<file path="src/cscg_cfg.svh">
// constants for the cpu system controller and clock generator
`ifndef CSCG_CFG_SVH
`define CSCG_CFG_SVH
`define CSCG_DIV_COUNT      4'h9
`define CSCG_PH1_START      4'h0
`define CSCG_PH1_END        4'h2
`define CSCG_PH2_START      4'h3
`define CSCG_PH2_END        4'h7
`define CSCG_POR_NS         1000
`define CSCG_CLK_NS         25
`define CSCG_POR_CYCLES     ((`CSCG_POR_NS + `CSCG_CLK_NS - 1) / `CSCG_CLK_NS)
`define CSCG_RESTART_SEVEN_OPCODE_OPCODE    8'hFF
`define CSCG_ST_IRQ_ACKNOWLEDGE_CMD        0
`define CSCG_ST_WO_N        1
`define CSCG_ST_STACK       2
`define CSCG_ST_HLTA        3
`define CSCG_ST_OUT         4
`define CSCG_ST_MEMR        5
`define CSCG_ST_INP         6
`endif

</file>
<file path="src/cscg_pkg.sv">
// types for the cpu system controller and clock generator
package cscg_pkg;
	typedef struct packed {
		logic intack;
		logic write_n;
		logic stack;
		logic halt_ack;
		logic out_cyc;
		logic mem_read;
	} cscg_status_s;
	typedef struct packed {
		logic mem_rd;
		logic mem_wr;
		logic io_rd;
		logic io_wr;
		logic irq_acknowledge_cmd;
	} cscg_cmd_s;
	typedef enum logic [2:0] {
		CSCG_POR  = 3'h1,
		CSCG_RUN  = 3'h2,
		CSCG_HOLD = 3'h4
	} cscg_rst_e;
endpackage

</file>
<file path="src/cscg_top.sv">
// system controller, bus buffer and clock generator for an eight-bit processor
//
// Contract
// - capture six status bits from the data bus on each status strobe.
// - gate latched status with data in, write and hold acknowledge into commands.
// - bus enable high releases all system-side data outputs.
// - buffer direction follows the processor's data bus in strobe.
// - peripherals place an instruction byte during irq acknowledge.
// - auto restart mode supplies the restart-seven opcode on each acknowledge.
// - status strobe pulses low once per machine cycle from cycle sync.
// - status strobe is also asserted while system reset is asserted.
// - a power-on reset pulse is generated automatically after reset release.
// - system reset stays asserted while reset request is low.
// - ready request is synchronised to processor phases before reaching the cpu.
// - processor clock equals oscillator divided by nine.
// - two non-overlapping phases plus a logic copy of phase two.
`timescale 1ns/1ps
`include "cscg_cfg.svh"
module cscg_top
	import cscg_pkg::*;
#(
	parameter int POR_CYCLES = `CSCG_POR_CYCLES
)
(
	input  wire logic       clk,
	input  wire logic       nrst,
	input  wire logic       reset_request_n,
	input  wire logic       ready_request,
	input  wire logic       cycle_sync,
	input  wire logic       data_bus_in_strobe,
	input  wire logic       processor_write_strobe_n,
	input  wire logic       hold_acknowledge,
	input  wire logic       bus_drive_enable,
	input  wire logic       auto_restart,
	input  wire logic [7:0] cpu_data_in,
	output logic      [7:0] cpu_data_out,
	output logic            cpu_data_oe,
	input  wire logic [7:0] sys_data_in,
	output logic      [7:0] sys_data_out,
	output logic            sys_data_oe,
	output logic            phase_one,
	output logic            phase_two,
	output logic            phase_two_ttl,
	output logic            status_strobe_n,
	output logic            system_reset,
	output logic            ready_to_cpu,
	output logic            memory_read_cmd_n,
	output logic            memory_write_cmd_n,
	output logic            port_read_cmd_n,
	output logic            port_write_cmd_n,
	output logic            irq_acknowledge_cmd_n
);
	logic [3:0]   div_r;
	logic         ph1_r;
	logic         ph2_r;
	logic         ph2_ttl_r;
	logic         ph2_fall;
	cscg_rst_e    rst_state_r;
	logic [15:0]  por_cnt_r;
	logic         por_done;
	logic         rdy_meta_r;
	logic         rdy_sync_r;
	logic         rdy_out_r;
	cscg_status_s status_r;
	logic         dec_irq_acknowledge_cmd;
	logic         dec_mem_rd;
	logic         dec_io_wr;
	logic         dec_mem_wr;
	logic         dec_io_rd;
	cscg_cmd_s    cmd;
	logic [1:0]   rd_cmd_r;
	logic [1:0]   wr_cmd_r;
	logic         ack_cmd_r;
	logic         to_cpu;
	logic [7:0]   cpu_drive;

	// divide by nine, phase one for two counts, phase two for four
	always_ff @(posedge clk or negedge nrst)
	begin
		if (!nrst)
			div_r <= 4'h0;
		else if (div_r == `CSCG_DIV_COUNT - 4'h1)
			div_r <= 4'h0;
		else
			div_r <= div_r + 4'h1;
	end

	// phase one, with a gap of one count before phase two starts
	always_ff @(posedge clk or negedge nrst)
	begin
		if (!nrst)
			ph1_r <= 1'b0;
		else
			ph1_r <= (div_r >= `CSCG_PH1_START) && (div_r < `CSCG_PH1_END);
	end

	// phase two, ending before the count wraps to phase one again
	always_ff @(posedge clk or negedge nrst)
	begin
		if (!nrst)
			ph2_r <= 1'b0;
		else
			ph2_r <= (div_r >= `CSCG_PH2_START) && (div_r < `CSCG_PH2_END);
	end

	// logic-level copy of phase two, its own flop so its load stays apart
	always_ff @(posedge clk or negedge nrst)
	begin
		if (!nrst)
			ph2_ttl_r <= 1'b0;
		else
			ph2_ttl_r <= (div_r >= `CSCG_PH2_START) && (div_r < `CSCG_PH2_END);
	end

	assign phase_one     = ph1_r;
	assign phase_two     = ph2_r;
	assign phase_two_ttl = ph2_ttl_r;
	assign ph2_fall      = (div_r == `CSCG_PH2_END);

	assign por_done = (por_cnt_r == 16'(POR_CYCLES - 1));

	// power-on counter, runs once after nrst is released
	always_ff @(posedge clk or negedge nrst)
	begin
		if (!nrst)
			por_cnt_r <= 16'h0000;
		else if (rst_state_r == CSCG_POR && !por_done)
			por_cnt_r <= por_cnt_r + 16'h0001;
	end

	// power-on pulse then level reset following the request input
	// the counter is never cleared again, so a later request gives a level only
	always_ff @(posedge clk or negedge nrst)
	begin
		if (!nrst)
			rst_state_r <= CSCG_POR;
		else
		begin
			case (rst_state_r)
				CSCG_POR:
				begin
					// automatic reset after power comes up
					if (por_done)
						rst_state_r <= CSCG_RUN;
				end
				CSCG_RUN:
				begin
					if (!reset_request_n)
						rst_state_r <= CSCG_HOLD;
				end
				CSCG_HOLD:
				begin
					// held while request stays low
					if (reset_request_n)
						rst_state_r <= CSCG_RUN;
				end
				default:
					rst_state_r <= CSCG_POR;
			endcase
		end
	end

	assign system_reset = (rst_state_r != CSCG_RUN) || !reset_request_n;

	// strobe while sync is high during phase one, and during reset
	// kept combinational so the latch loads inside the same phase-one window
	assign status_strobe_n = !((cycle_sync && ph1_r) || system_reset);

	// two flops take the asynchronous request into the clk domain
	always_ff @(posedge clk or negedge nrst)
	begin
		if (!nrst)
		begin
			rdy_meta_r <= 1'b0;
			rdy_sync_r <= 1'b0;
		end
		else
		begin
			rdy_meta_r <= ready_request;
			rdy_sync_r <= rdy_meta_r;
		end
	end

	// released at the end of phase two so it never moves inside a phase
	always_ff @(posedge clk or negedge nrst)
	begin
		if (!nrst)
			rdy_out_r <= 1'b0;
		else if (ph2_fall)
			rdy_out_r <= rdy_sync_r;
	end

	assign ready_to_cpu = rdy_out_r;

	// status latch loaded from processor data bus on strobe
	always_ff @(posedge clk or negedge nrst)
	begin
		if (!nrst)
			status_r <= '0;
		else if (!status_strobe_n)
		begin
			status_r.intack   <= cpu_data_in[`CSCG_ST_IRQ_ACKNOWLEDGE_CMD];
			status_r.write_n  <= cpu_data_in[`CSCG_ST_WO_N];
			status_r.stack    <= cpu_data_in[`CSCG_ST_STACK];
			status_r.halt_ack <= cpu_data_in[`CSCG_ST_HLTA];
			status_r.out_cyc  <= cpu_data_in[`CSCG_ST_OUT];
			status_r.mem_read <= cpu_data_in[`CSCG_ST_MEMR];
		end
	end

	// cycle type from the latched status, in priority order, so at most one is set
	assign dec_irq_acknowledge_cmd   = status_r.intack;
	assign dec_mem_rd = !status_r.intack && status_r.mem_read;
	assign dec_io_wr  = !status_r.intack && !status_r.mem_read && !status_r.write_n
		&& status_r.out_cyc;
	assign dec_mem_wr = !status_r.intack && !status_r.mem_read && !status_r.write_n
		&& !status_r.out_cyc;
	// a halt cycle gives no port read even though its write bit is high
	assign dec_io_rd  = !status_r.intack && !status_r.mem_read && status_r.write_n
		&& !status_r.halt_ack;

	// command gating, blocked under hold acknowledge and while status loads
	always_comb
	begin
		cmd = '0;
		if (!hold_acknowledge && status_strobe_n)
		begin
			cmd.irq_acknowledge_cmd   = dec_irq_acknowledge_cmd && data_bus_in_strobe;
			cmd.mem_rd = dec_mem_rd && data_bus_in_strobe;
			cmd.io_rd  = dec_io_rd && data_bus_in_strobe;
			cmd.mem_wr = dec_mem_wr && !processor_write_strobe_n;
			cmd.io_wr  = dec_io_wr && !processor_write_strobe_n;
		end
	end

	// read commands, one clock after the read strobe
	always_ff @(posedge clk or negedge nrst)
	begin
		if (!nrst)
			rd_cmd_r <= 2'h0;
		else
			rd_cmd_r <= {cmd.mem_rd, cmd.io_rd};
	end

	// write commands, one clock after the write strobe
	always_ff @(posedge clk or negedge nrst)
	begin
		if (!nrst)
			wr_cmd_r <= 2'h0;
		else
			wr_cmd_r <= {cmd.mem_wr, cmd.io_wr};
	end

	// interrupt acknowledge, one clock after the read strobe
	always_ff @(posedge clk or negedge nrst)
	begin
		if (!nrst)
			ack_cmd_r <= 1'b0;
		else
			ack_cmd_r <= cmd.irq_acknowledge_cmd;
	end

	// hold acknowledge cuts the commands at once, not a clock later
	assign memory_read_cmd_n     = !(rd_cmd_r[1] && !hold_acknowledge);
	assign memory_write_cmd_n    = !(wr_cmd_r[1] && !hold_acknowledge);
	assign port_read_cmd_n       = !(rd_cmd_r[0] && !hold_acknowledge);
	assign port_write_cmd_n      = !(wr_cmd_r[0] && !hold_acknowledge);
	// peripheral answers this with an instruction byte unless auto restart
	assign irq_acknowledge_cmd_n = !(ack_cmd_r && !auto_restart && !hold_acknowledge);

	// direction from the data bus in strobe: toward cpu while it reads
	assign to_cpu    = data_bus_in_strobe && !hold_acknowledge;
	// restart seven forced in place of the bus on interrupt acknowledge in auto restart mode
	assign cpu_drive = (status_r.intack && auto_restart) ? `CSCG_RESTART_SEVEN_OPCODE_OPCODE : sys_data_in;

	// data toward the processor, restart opcode or system bus byte
	always_ff @(posedge clk or negedge nrst)
	begin
		if (!nrst)
			cpu_data_out <= 8'h00;
		else
			cpu_data_out <= cpu_drive;
	end

	// data toward the system bus, the processor's write byte
	always_ff @(posedge clk or negedge nrst)
	begin
		if (!nrst)
			sys_data_out <= 8'h00;
		else
			sys_data_out <= cpu_data_in;
	end

	// both enables are combinational so direction turns with the strobes

	assign cpu_data_oe = to_cpu;
	// released whenever bus enable is high
	assign sys_data_oe = !bus_drive_enable && !to_cpu && !status_r.write_n
		&& !hold_acknowledge;
endmodule // cscg_top

</file>
<file path="config.mk">
export PLATFORM = sky130hd
export DESIGN_NAME = cscg_top
export DESIGN_NICKNAME = d
export VERILOG_FILES = /design/src/cscg_pkg.sv /design/src/cscg_top.sv
export VERILOG_INCLUDE_DIRS = /design/src
export SDC_FILE = /design/constraint.sdc
export NUM_CORES = 1
export LEC_CHECK = 0
export ABC_AREA = 1
export BUFFER_PORTS_ARGS = -buffer_cell sky130_fd_sc_hd__buf_4
export CAP_MARGIN = 40
export CELL_PAD_IN_SITES_DETAIL_PLACEMENT = 1
export CELL_PAD_IN_SITES_GLOBAL_PLACEMENT = 1
export CORE_MARGIN = 2
export CORE_UTILIZATION = 39
export CTS_CLUSTER_SIZE = 10
export DETAILED_ROUTE_END_ITERATION = 6
export PLACE_DENSITY_LB_ADDON = 0.1
export SLEW_MARGIN = 10
export SYNTH_ARGS = -nofsm -noshare
export SYNTH_HDL_FRONTEND = slang
export SYNTH_SLANG_ARGS = --single-unit
</file>
<file path="constraint.sdc">
create_clock -name clk -period 1.9 [get_ports clk]
set_input_delay 0.19 -clock clk [delete_from_list [all_inputs] [get_ports clk]]
set_output_delay 0.19 -clock clk [all_outputs]
set_load 0.02 [all_outputs]
</file>
==> results of run 1 <==
-- Yosys cell counts --
cell type	n
nand4_1	6
nand3_4	1
buf_6	2
nand2_1	106
inv_4	1
nand3b_1	1
nor3_4	1
xnor2_1	5
nand3_1	16
inv_1	29
xor2_1	3
inv_2	1
o22ai_1	1
nand2_4	1
nor2_1	30
nor3_2	2
buf_4	2
nand2_2	5
o21ai_1	4
mux2_2	1
dfstp_2	1
clkinv_2	1
dfrtp_1	53
nor3_1	1
nor2_2	4
a21oi_1	1
nor4_1	1
ha_1	3
o21ai_0	4
-- repair_timing --
| item | CTS | global route |
|---|---|---|
| hold endpoints to repair | 62 | 0 |
| gates resized for setup | 0 | 0 |
| hold buffers | 10 | 0 |
-- report_power, final --
group	internal [mW]	leakage, nW	switching (mW)
combinational	0.163	0.863	0.252
clock	0.295	0.0482	0.360
sequential	1.24	0.658	0.0608
total	1.70	1.57	0.673
-- flip-flops by register name, summed over array words and instances, names as in the netlist, 2 cells and up --
| register | cells |
|---|---|
| cpu_data_out | 8 |
| div_r | 4 |
| status_r | 4 |
| rst_state_r | 3 |
| sys_data_out | 8 |
| por_cnt_r | 16 |
| wr_cmd_r | 2 |
| rd_cmd_r | 2 |
-- layout by cell type, fill, tap and decap left out, types with 6 or more instances in the layout --
master         instances
nand2_1              106
buf_4                 55
dfrtp_1               53
nor2_1                30
inv_1                 29
nand3_1               16
dlygate4sd3_1         10
nand4_1                6
clkbuf_8               6
-- logic make-up after synthesis --
group	synth area share, %
adder cells (fa/ha/maj)	1.53
multiplexers	0.459
AO/OA/AOI/OAI	2.09
buffers and inverters	6.58
flip-flops	55.2
XOR/XNOR	2.86
AND/OR/NAND/NOR	31.3
-- metrics by stage --
stage / area (um2) / utilization [%] / total power [mW] / hold WS, ns / cells
after floorplan: 2450 / - / 1.54 / -0.106 / 287
after global placement: 2920 / 48.8 / 1.72 / 0.278 / 413
after detailed placement: 2920 / 48.8 / 1.73 / 0.282 / 413
after CTS: 3110 / 52.0 / 2.40 / 0.0637 / 431
after global routing: 3110 / 52.0 / 2.50 / 0.0771 / 431
final: 3110 / 52.0 / 2.37 / 0.0736 / 431
-- routing by layer --
metal	global-route usage [%]	routed length (um)
met5	0	0
met4	5.07	53
met3	4.87	294
met2	31.9	2960
met1	21.7	2590
-- critical path, cell delays in order (launching register included) --
cell      delay (ns)
dfrtp_1         0.44
nor3_4          0.30
nand3_4         0.18
clkinv_2        0.13
buf_4           0.15
-- worst max path at each step --
stage	start	endpoint	cells past startpoint
2_1_floorplan	por_cnt_r[0]	por_cnt_r[3]	9
3_3_place_gp	por_cnt_r[0]	por_cnt_r[15]	8
3_5_place_dp	por_cnt_r[0]	por_cnt_r[13]	8
4_1_cts	rst_state_r[2]	status_strobe_n	4
5_1_grt	por_cnt_r[0]	por_cnt_r[13]	8
6_report	rst_state_r[2]	status_strobe_n	4
-- layout make-up --
cell class | instances | share of cell area, %
flip-flops and latches | 54 | 43.4
multi-input cells | 197 | 30.1
repair buffers | 65 | 16.5
inverters | 32 | 3.98
well taps | 75 | 3.01
clock buffers | 7 | 2.77
clock inverters | 1 | 0.161
==> reports/summary.txt, run 1 <==
share of layout cells above drive strength 1: 22.8%
Max Fclk: 589 MHz
largest net degree at the start of global routing: 55
Hold Path Depth: 3
CP Class: reg -> out
Distinct cells, synth: 29
GRT Total Usage: 18.1%
total power density per cell area: 761 nW/um2
mapped cell area: 2450 um2
reg2reg end: por_cnt_r[13]
number of port buffers: 54
top post-synthesis cells by area: dfrtp_1 54%, nand2_1 16%, nor2_1 4.6%
vias per inst: 4.61
Clock Tree Buf Depth: 2
CP Launch Type: register
final setup vio count: 0
Final TNS setup: 0 ns
io pins: 55
reg2reg path depth: 8
mean routed wirelength per cell: 13.7 um
Skew-Pair Late Insertion Delay: 0.30 ns
global-route wire length before repair: 10100 um
Residual DRC: 0
dpl ws: 0.283 ns
initial antenna violation count: 0
Yosys warning total: 0
area of the multi-input gates: 938 um2
MaxCap Viol Count: 0
Final Hold Vio Count: 0
FF-to-FF Start: por_cnt_r[0]
Sink Count: 54
FF+latch count, synth: 54
HP Start: sys_data_in[3]
RSZ-0062 raised after global routing: false
Inserted Clock Buffers: 5
worst-margin pin slew: 0.675 ns
die area: 6940 um2
Clock transition at path regs: 0.10 ns
# fillers: 727
n_diodes: 0
critical path endpoint category: primary output
CTS tree: built
area grow syn2layout: 26.9%
status: finished clean
hold endpoint: cpu_data_out[3]
Final nets: 384
P_leak: 1.57 nW
Routed WL: 5900 um
Slew HR: 55.0%
Hold Crit Class: in -> reg
via count: 1989
Slew Viols, Final: 0
Die Y-Extent: 83.3 um
Root Buffer: clkbuf_8
worst setup margin: 0.202 ns
global route total overflow: 0
Net Count, Synth: 316
H-tree levels: 2
Period minus WS final: 1.70 ns
Worst Skew: 0.00676 ns
Seq. cell area: 1350 um2
cells after synthesis: 287
Req. time, crit path: 1.71 ns
register area share after synthesis: 55.2%
Synth top area share: 54.1%
vias in the first global route: 2215
Max rail drop VDD: 0.000434 V
First DRT Iteration DRCs: 77
Mapped Avg Cell Area: 8.54 um2
Cell Rows: 28
cell taking the most area after synthesis: dfrtp_1
setup repair bufs after CTS: 0
FF-to-FF setup slack: 0.27 ns
core area: 5990 um2
ANT nets after route: 0
GPL Wtd Cong: 0.763
DP Wirelength: 4400 um
Crit Path Max Fanout: 9
die width: 83.3 um
Critical Path AT: 1.51 ns
initial core utilization: 40.9%
DR pass1 iterations: 4
Final Cycle Share: 89.4%
Note: power is estimated with default switching activity, not from simulation.
==> inputs of run 2 (changes only) <==
Settings changed: CORE_UTILIZATION 39 to 42.
Clock period 1.9 ns to 2 ns, I/O delays scaled along.
==> run 2 against run 1 <==
  * Sequential power shrank 5%
  * Sequential share of layout area grew 1.0 points
  * Non-clock buffer count shrank 6
  * Register-to-register slack gained 0.02 ns
  * Design area shrank 2.3%
  * Via count grew 3.7%
  * Die area shrank 6.8%
  * Flip-flop and latch count is the same
  * Final cell count shrank 2.1%
  * Clock power shrank 11%
  * Setup slack gained 0.087 ns
  * Routed wire length grew 2.7%
  * Largest power group unchanged
  * Highest routed layer unchanged
==> reports/summary.txt, run 2 (same netlist as run 1, synthesis figures left out) <==
Hold Slack: 0.0150 ns (-0.0587 ns)
vias per inst: 4.89 (+5.9%)
commonest non-fill, non-tap cell in the layout: nand2_1
Final Hold Vio Count: 0 (unchanged)
initial core utilization: 44.0% (+3.1 points)
Die Y-Extent: 80.4 um (-3.5%)
most frequent CP cell: nand2_1
# fillers: 683 (-6.1%)
hold endpoint: sys_data_out[5]
setup repair bufs after CTS: 0 (unchanged)
Clock transition at path regs: 0.09 ns (about the same)
Worst Skew: 0.00668 ns (-0.0000745 ns)
io pins: 55 (unchanged)
number of port buffers: 54 (unchanged)
Cell Rows: 27 (-3.6%)
Clock Tree Buf Depth: 2 (unchanged)
n_diodes: 0 (unchanged)
Core Util, Final: 54.5% (+2.6 points)
global-route wire length before repair: 10600 um (+4.9%)
RSZ-0062 raised after global routing: false
reg2reg end: por_cnt_r[4]
Int Pwr: 1.58 mW (-7.2%)
Hold Crit Class: in -> reg
Sw Pwr: 632 uW (-6.1%)
mean routed wirelength per cell: 14.4 um (+4.9%)
Clock Power Share: 26.3% (-1.4 points)
Sink Count: 54 (unchanged)
Sw Share: 28.6% (+0.22 points)
worst setup margin: 0.289 ns (+0.0875 ns)
MaxCap Viol Count: 0 (unchanged)
FF-to-FF Start: por_cnt_r[0]
reg2reg path depth: 8 (unchanged)
most flop-heavy register: por_cnt_r
critical path, cell by cell: ha_1 -> nand3_1 -> nor2_1 -> nand2_1 -> nand2_4 -> inv_4 -> nand2_1 -> nand2_1
Period minus WS final: 1.71 ns
dpl ws: 0.297 ns (+0.0140 ns)
Max rail drop VDD: 0.000388 V (-11%)
Residual DRC: 0 (unchanged)
First DRT Iteration DRCs: 56 (-27%)
vias in the first global route: 2297 (+3.7%)
Max Fclk: 585 MHz
core area: 5570 um2 (-7.0%)
Final nets: 378 (-1.6%)
DR pass1 iterations: 3 (-1)
H-tree levels: 2 (unchanged)
CP Launch Type: register
slowest stage delay, CP: 0.46 ns (+0.02 ns)
Crit Path Max Fanout: 22 (+13)
DP Wirelength: 4480 um (+1.9%)
Final TNS setup: 0 ns (unchanged)
GRT Total Usage: 21.4% (+3.3 points)
commonest non-fill, non-tap cells in the layout: 106 x nand2_1, 54 x buf_4, 53 x dfrtp_1
GPL Wtd Cong: 0.769 (+0.73%)
global route total overflow: 0 (unchanged)
final setup vio count: 0 (unchanged)
largest net degree at the start of global routing: 55 (unchanged)
FF-to-FF setup slack: 0.29 ns (+0.02 ns)
Skew-Pair Late Insertion Delay: 0.30 ns (about the same)
Slew HR: 54.0% (-1.0 points)
HP Start: cpu_data_in[5]
largest registers: por_cnt_r (16), cpu_data_out (8), sys_data_out (8)
Inserted Clock Buffers: 5 (unchanged)
Slew Viols, Final: 0 (unchanged)
Root Buffer: clkbuf_8
Total Power: 2.21 mW (-6.9%)
total power density per cell area: 726 nW/um2 (-4.6%)
sequential power share: 56.1% (+1.2 points)
Final Cycle Share: 85.5%
Hold Path Depth: 1 (-2)
CP Class: reg -> reg
critical path endpoint category: register
Routed WL: 6060 um (+2.7%)
initial antenna violation count: 0 (unchanged)
P_leak: 1.54 nW (-2.2%)
Req. time, crit path: 2.20 ns (+0.49 ns)
die area: 6470 um2 (-6.8%)
status: finished clean
CTS tree: built
area grow syn2layout: 24.0%
worst-margin pin slew: 0.690 ns (+0.0155 ns)
via count: 2062 (+3.7%)
Critical Path AT: 1.91 ns (+0.40 ns)
max reg flops: 16 (unchanged)
die width: 80.4 um (-3.5%)
ANT nets after route: 0 (unchanged)
share of layout cells above drive strength 1: 22.3% (-0.47 points)
combinational power share: 17.5% (about the same)
Critical-path top delay cell: dfrtp_1
-- run 2: through the flow --
stage	instances	area, um2
final	422	3040
after detailed placement	409	2910
after global placement	409	2910
after global routing	422	3040
after floorplan	287	2450
after CTS	422	3040
-- run 2: power groups by stage --
stage / Sequential (mW) / Clock, mW / Combinational [mW]
final: 1.24 / 0.582 / 0.387
after global routing: 1.25 / 0.643 / 0.443
after CTS: 1.24 / 0.609 / 0.397
after detailed placement: 1.26 / 0 / 0.390
after global placement: 1.25 / 0 / 0.376
after floorplan: 1.27 / 0 / 0.192
-- run 2: worst max path at each step --
stage	from	endpoint	slack, ns	depth (start not counted)
2_1_floorplan	por_cnt_r[0]	por_cnt_r[3]	0.63	9
3_3_place_gp	por_cnt_r[0]	por_cnt_r[13]	0.43	8
3_5_place_dp	por_cnt_r[0]	por_cnt_r[13]	0.30	8
4_1_cts	por_cnt_r[0]	por_cnt_r[13]	0.25	8
5_1_grt	por_cnt_r[0]	por_cnt_r[15]	0.11	8
6_report	por_cnt_r[0]	por_cnt_r[4]	0.29	8
-- run 2: routing by layer --
layer	GRT usage [%]	wire length [um]	up-vias
met3	5.28	309	6
li1	-	-	1006
met2	38.9	3170	38
met5	0	0	-
met4	6.10	58	0
met1	24.8	2520	1012
-- run 2: final cells by class --
| type | instances | area, um2 | share of cell area [%] |
|---|---|---|---|
| inverter | 32 | 124 | 4.07 |
| timing repair buffer | 59 | 455 | 15.0 |
| multi-input combinational | 197 | 938 | 30.9 |
| clock buffer | 8 | 80.1 | 2.63 |
| sequential | 54 | 1350 | 44.5 |
| tap | 72 | 90.1 | 2.96 |
-- run 2: critical path, delay by kind of cell (launching register included) --
family / cells / cell delay [ns]
flip-flops: 1 / 0.46
AND/OR/NAND/NOR: 6 / 0.71
adder cells (fa/ha/maj): 1 / 0.30
buffers and inverters: 1 / 0.14
-- run 2: repair_timing --
action                    4_1_cts  5_1_grt
hold endpoints to repair       57        0
resized for setup               0        0
hold buffers                    5        0
==> inputs of run 3 (changes only) <==
Settings changed: ABC_AREA 1 to default, CORE_UTILIZATION 42 to 44.
==> run 3 against run 2 <==
  * The flow now finishes with violations (negative setup slack)
  * Routed wire length down 14%
  * Design area fell by 3.6%
  * Total power is 10% higher
  * Clock skew grew 0.00097 ns
  * Register-to-register slack worse by 0.39 ns
  * Non-clock buffer count is 25 higher
  * Final cell count down 26%
  * Flip-flop and latch count unchanged
  * Die area fell by 17%
  * Setup slack worse by 0.39 ns
  * Sequential power barely moved
  * Via count shrank 22%
  * Largest cell class unchanged
  * Largest power group unchanged
==> reports/summary.txt, run 3 <==
Max rail drop VDD: 0.000628 V (+62%)
top post-synthesis cells by count: 53 x dfrtp_1, 14 x nand2_1, 13 x nand2b_1
Hold Crit Class: in -> reg
Distinct cells, synth: 32 (+10%)
critical path endpoint category: register
First DRT Iteration DRCs: 65 (+16%)
Skew-Pair Late Insertion Delay: 0.30 ns (about the same)
setup repair bufs after CTS: 0 (unchanged)
Net Count, Synth: 200 (-37%)
largest registers: por_cnt_r (16), cpu_data_out (8), sys_data_out (8)
commonest non-fill, non-tap cell in the layout: buf_4
post-synthesis async set-or-reset flop share: 100% (unchanged)
reg2reg path depth: 4 (-4)
RSZ-0062 raised after global routing: true
# fillers: 480 (-30%)
FF+latch count, synth: 54 (unchanged)
worst setup margin: -0.0975 ns (-0.387 ns)
total power density per cell area: 829 nW/um2 (+14%)
P_leak: 1.41 nW (-8.1%)
Residual DRC: 0 (unchanged)
Slew Viols, Final: 0 (unchanged)
Core Util, Final: 62.5% (+7.9 points)
ys flop type: dfrtp_1
area grow syn2layout: 38.4%
Inserted Clock Buffers: 5 (unchanged)
mean routed wirelength per cell: 16.6 um (+16%)
Final Hold Vio Count: 0 (unchanged)
reg2reg end: rst_state_r[1]
Req. time, crit path: 2.23 ns (+0.03 ns)
vias in the first global route: 1759 (-23%)
number of port buffers: 54 (unchanged)
die width: 73.4 um (-8.7%)
Synth top area share: 62.6% (+8.5 points)
core area: 4690 um2 (-16%)
commonest non-fill, non-tap cells in the layout: 74 x buf_4, 53 x dfrtp_1, 14 x nand2_1
global route total overflow: 0 (unchanged)
violated checks: negative setup slack
Period minus WS final: 2.10 ns (+0.387 ns)
Critical Path AT: 2.33 ns (+0.42 ns)
FF-to-FF Start: por_cnt_r[12]
Slew HR: 55.7% (+1.7 points)
Cell Rows: 25 (-7.4%)
CP Class: reg -> reg
register area share after synthesis: 63.9% (+8.7 points)
share of layout cells above drive strength 1: 37.3% (+15 points)
top post-synthesis cells by area: dfrtp_1 63%, nand2b_1 3.8%, mux2_2 3.7%
global-route wire length before repair: 8470 um (-20%)
status: complete, but fails checks
Final Cycle Share: 105% (+19 points)
FF-to-FF setup slack: -0.1 ns (-0.39 ns)
Worst Skew: 0.00765 ns (+0.000969 ns)
Max Fclk: 477 MHz (-18%)
EDFF count, synth: 0 (unchanged)
initial core utilization: 45.1% (+1.2 points)
GRT Total Usage: 20.6% (-0.78 points)
die area: 5390 um2 (-17%)
initial antenna violation count: 0 (unchanged)
GPL Wtd Cong: 0.901 (+17%)
Final TNS setup: -0.130 ns (-0.130 ns)
Final nets: 289 (-24%)
Yosys warning total: 0 (unchanged)
Routed WL: 5210 um (-14%)
Sink Count: 54 (unchanged)
Die Y-Extent: 73.4 um (-8.7%)
Crit. Startpoint: por_cnt_r[12]
most flop-heavy register: por_cnt_r
via count: 1618 (-22%)
DR pass1 iterations: 4 (+1)
Clock transition at path regs: 0.09 ns (about the same)
Root Buffer: clkbuf_8
cell taking the most area after synthesis: dfrtp_1
vias per inst: 5.15 (+5.5%)
cells after synthesis: 171 (-40%)
Clock Tree Buf Depth: 2 (unchanged)
ANT nets after route: 0 (unchanged)
mapped cell area: 2120 um2 (-14%)
CTS tree: built
MaxCap Viol Count: 0 (unchanged)
final setup vio count: 2 (+2)
io pins: 55 (unchanged)
DP Wirelength: 3660 um (-18%)
Mapped Avg Cell Area: 12.4 um2 (+45%)
Crit Path Max Fanout: 3 (-86%)
CP Launch Type: register
n_diodes: 0 (unchanged)
HP Start: reset_request_n
H-tree levels: 2 (unchanged)
worst-margin pin slew: 0.665 ns (-0.0256 ns)
top-count cell post-synth: dfrtp_1
crit path to: rst_state_r[1]
max reg flops: 16 (unchanged)
largest net degree at the start of global routing: 55 (unchanged)
## run 3: changes by cell type after synthesis, moves of 10 or more
cell and change:
nand2_1 -92, inv_1 -24, nor2_1 -19, nand2b_1 +13
nand3_1 -10
## run 3: report_power, final
group          internal (mW)  total, mW  switching (mW)
combinational          0.290      0.573           0.284
clock                  0.241      0.585           0.344
sequential              1.20       1.27          0.0696
total                   1.73       2.43           0.697
## run 3: cell type report
class / instances / area (um2) / area share, %
inverters: 5 / 18.8 / 0.640
clock buffers: 6 / 72.6 / 2.48
clock inverters: 1 / 7.51 / 0.256
multi-input cells: 110 / 757 / 25.8
repair buffers: 84 / 656 / 22.4
well taps: 54 / 67.6 / 2.30
flip-flops and latches: 54 / 1350 / 46.1
## run 3: stage by stage
stage	cells	instance area (um2)	setup slack (ns)	hold slack (ns)	power, mW
2_1_floorplan	171	2140	-0.0719	-0.0956	1.56
3_3_place_gp	297	2740	-0.0554	0.270	1.81
3_5_place_dp	297	2740	-0.0790	0.281	1.84
4_1_cts	309	2880	-0.101	0.00120	2.44
5_1_grt	314	2930	-0.128	0.0590	2.56
6_report	314	2930	-0.0975	0.0678	2.43
## run 3: cell families after synthesis
group,after synthesis,share of synthesized area (%)
buffers and inverters,7,1.42
DFF,54,63.9
muxes,7,3.72
and+or+nand+nor,76,20.4
xor gates and xnor gates,17,7.03
AOI/OAI and AO/OA,7,1.83
adders and majority gates,3,1.77
## run 3: timing repair
action,in CTS,in global routing
endpoints found under the setup margin,3,4
resized for setup,1,1
pin swaps,1,1
hold buffers,5,5
endpoints found under the hold margin,57,5
## run 3: routing by layer
layer  share of wire (%)  global-route usage (%)  vias to the layer above
met5                   0                       0                        -
met4                 1.5                    4.44                        0
met3                 5.9                    7.13                        8
met2                  53                    36.8                       41
met1                  40                    23.8                      813
li1                    -                       -                      756
## run 3: worst min path at each step
stage                     slack (ns)  cells after the start         endpoint
after global placement          0.27                      1    por_cnt_r[14]
after floorplan                 -0.1                      0        ack_cmd_r
final                           0.07                      2   rst_state_r[2]
after detailed placement        0.28                      1    por_cnt_r[13]
after CTS                      0.001                      1  sys_data_out[1]
after global routing            0.06                      2   rst_state_r[2]
## run 3: worst max-delay path, cell delays in order, from the launching register on
cell     delay (ns)
dfrtp_1        0.40
or4_1          0.53
or4_4          0.54
or4b_1         0.48
nand3_1        0.09
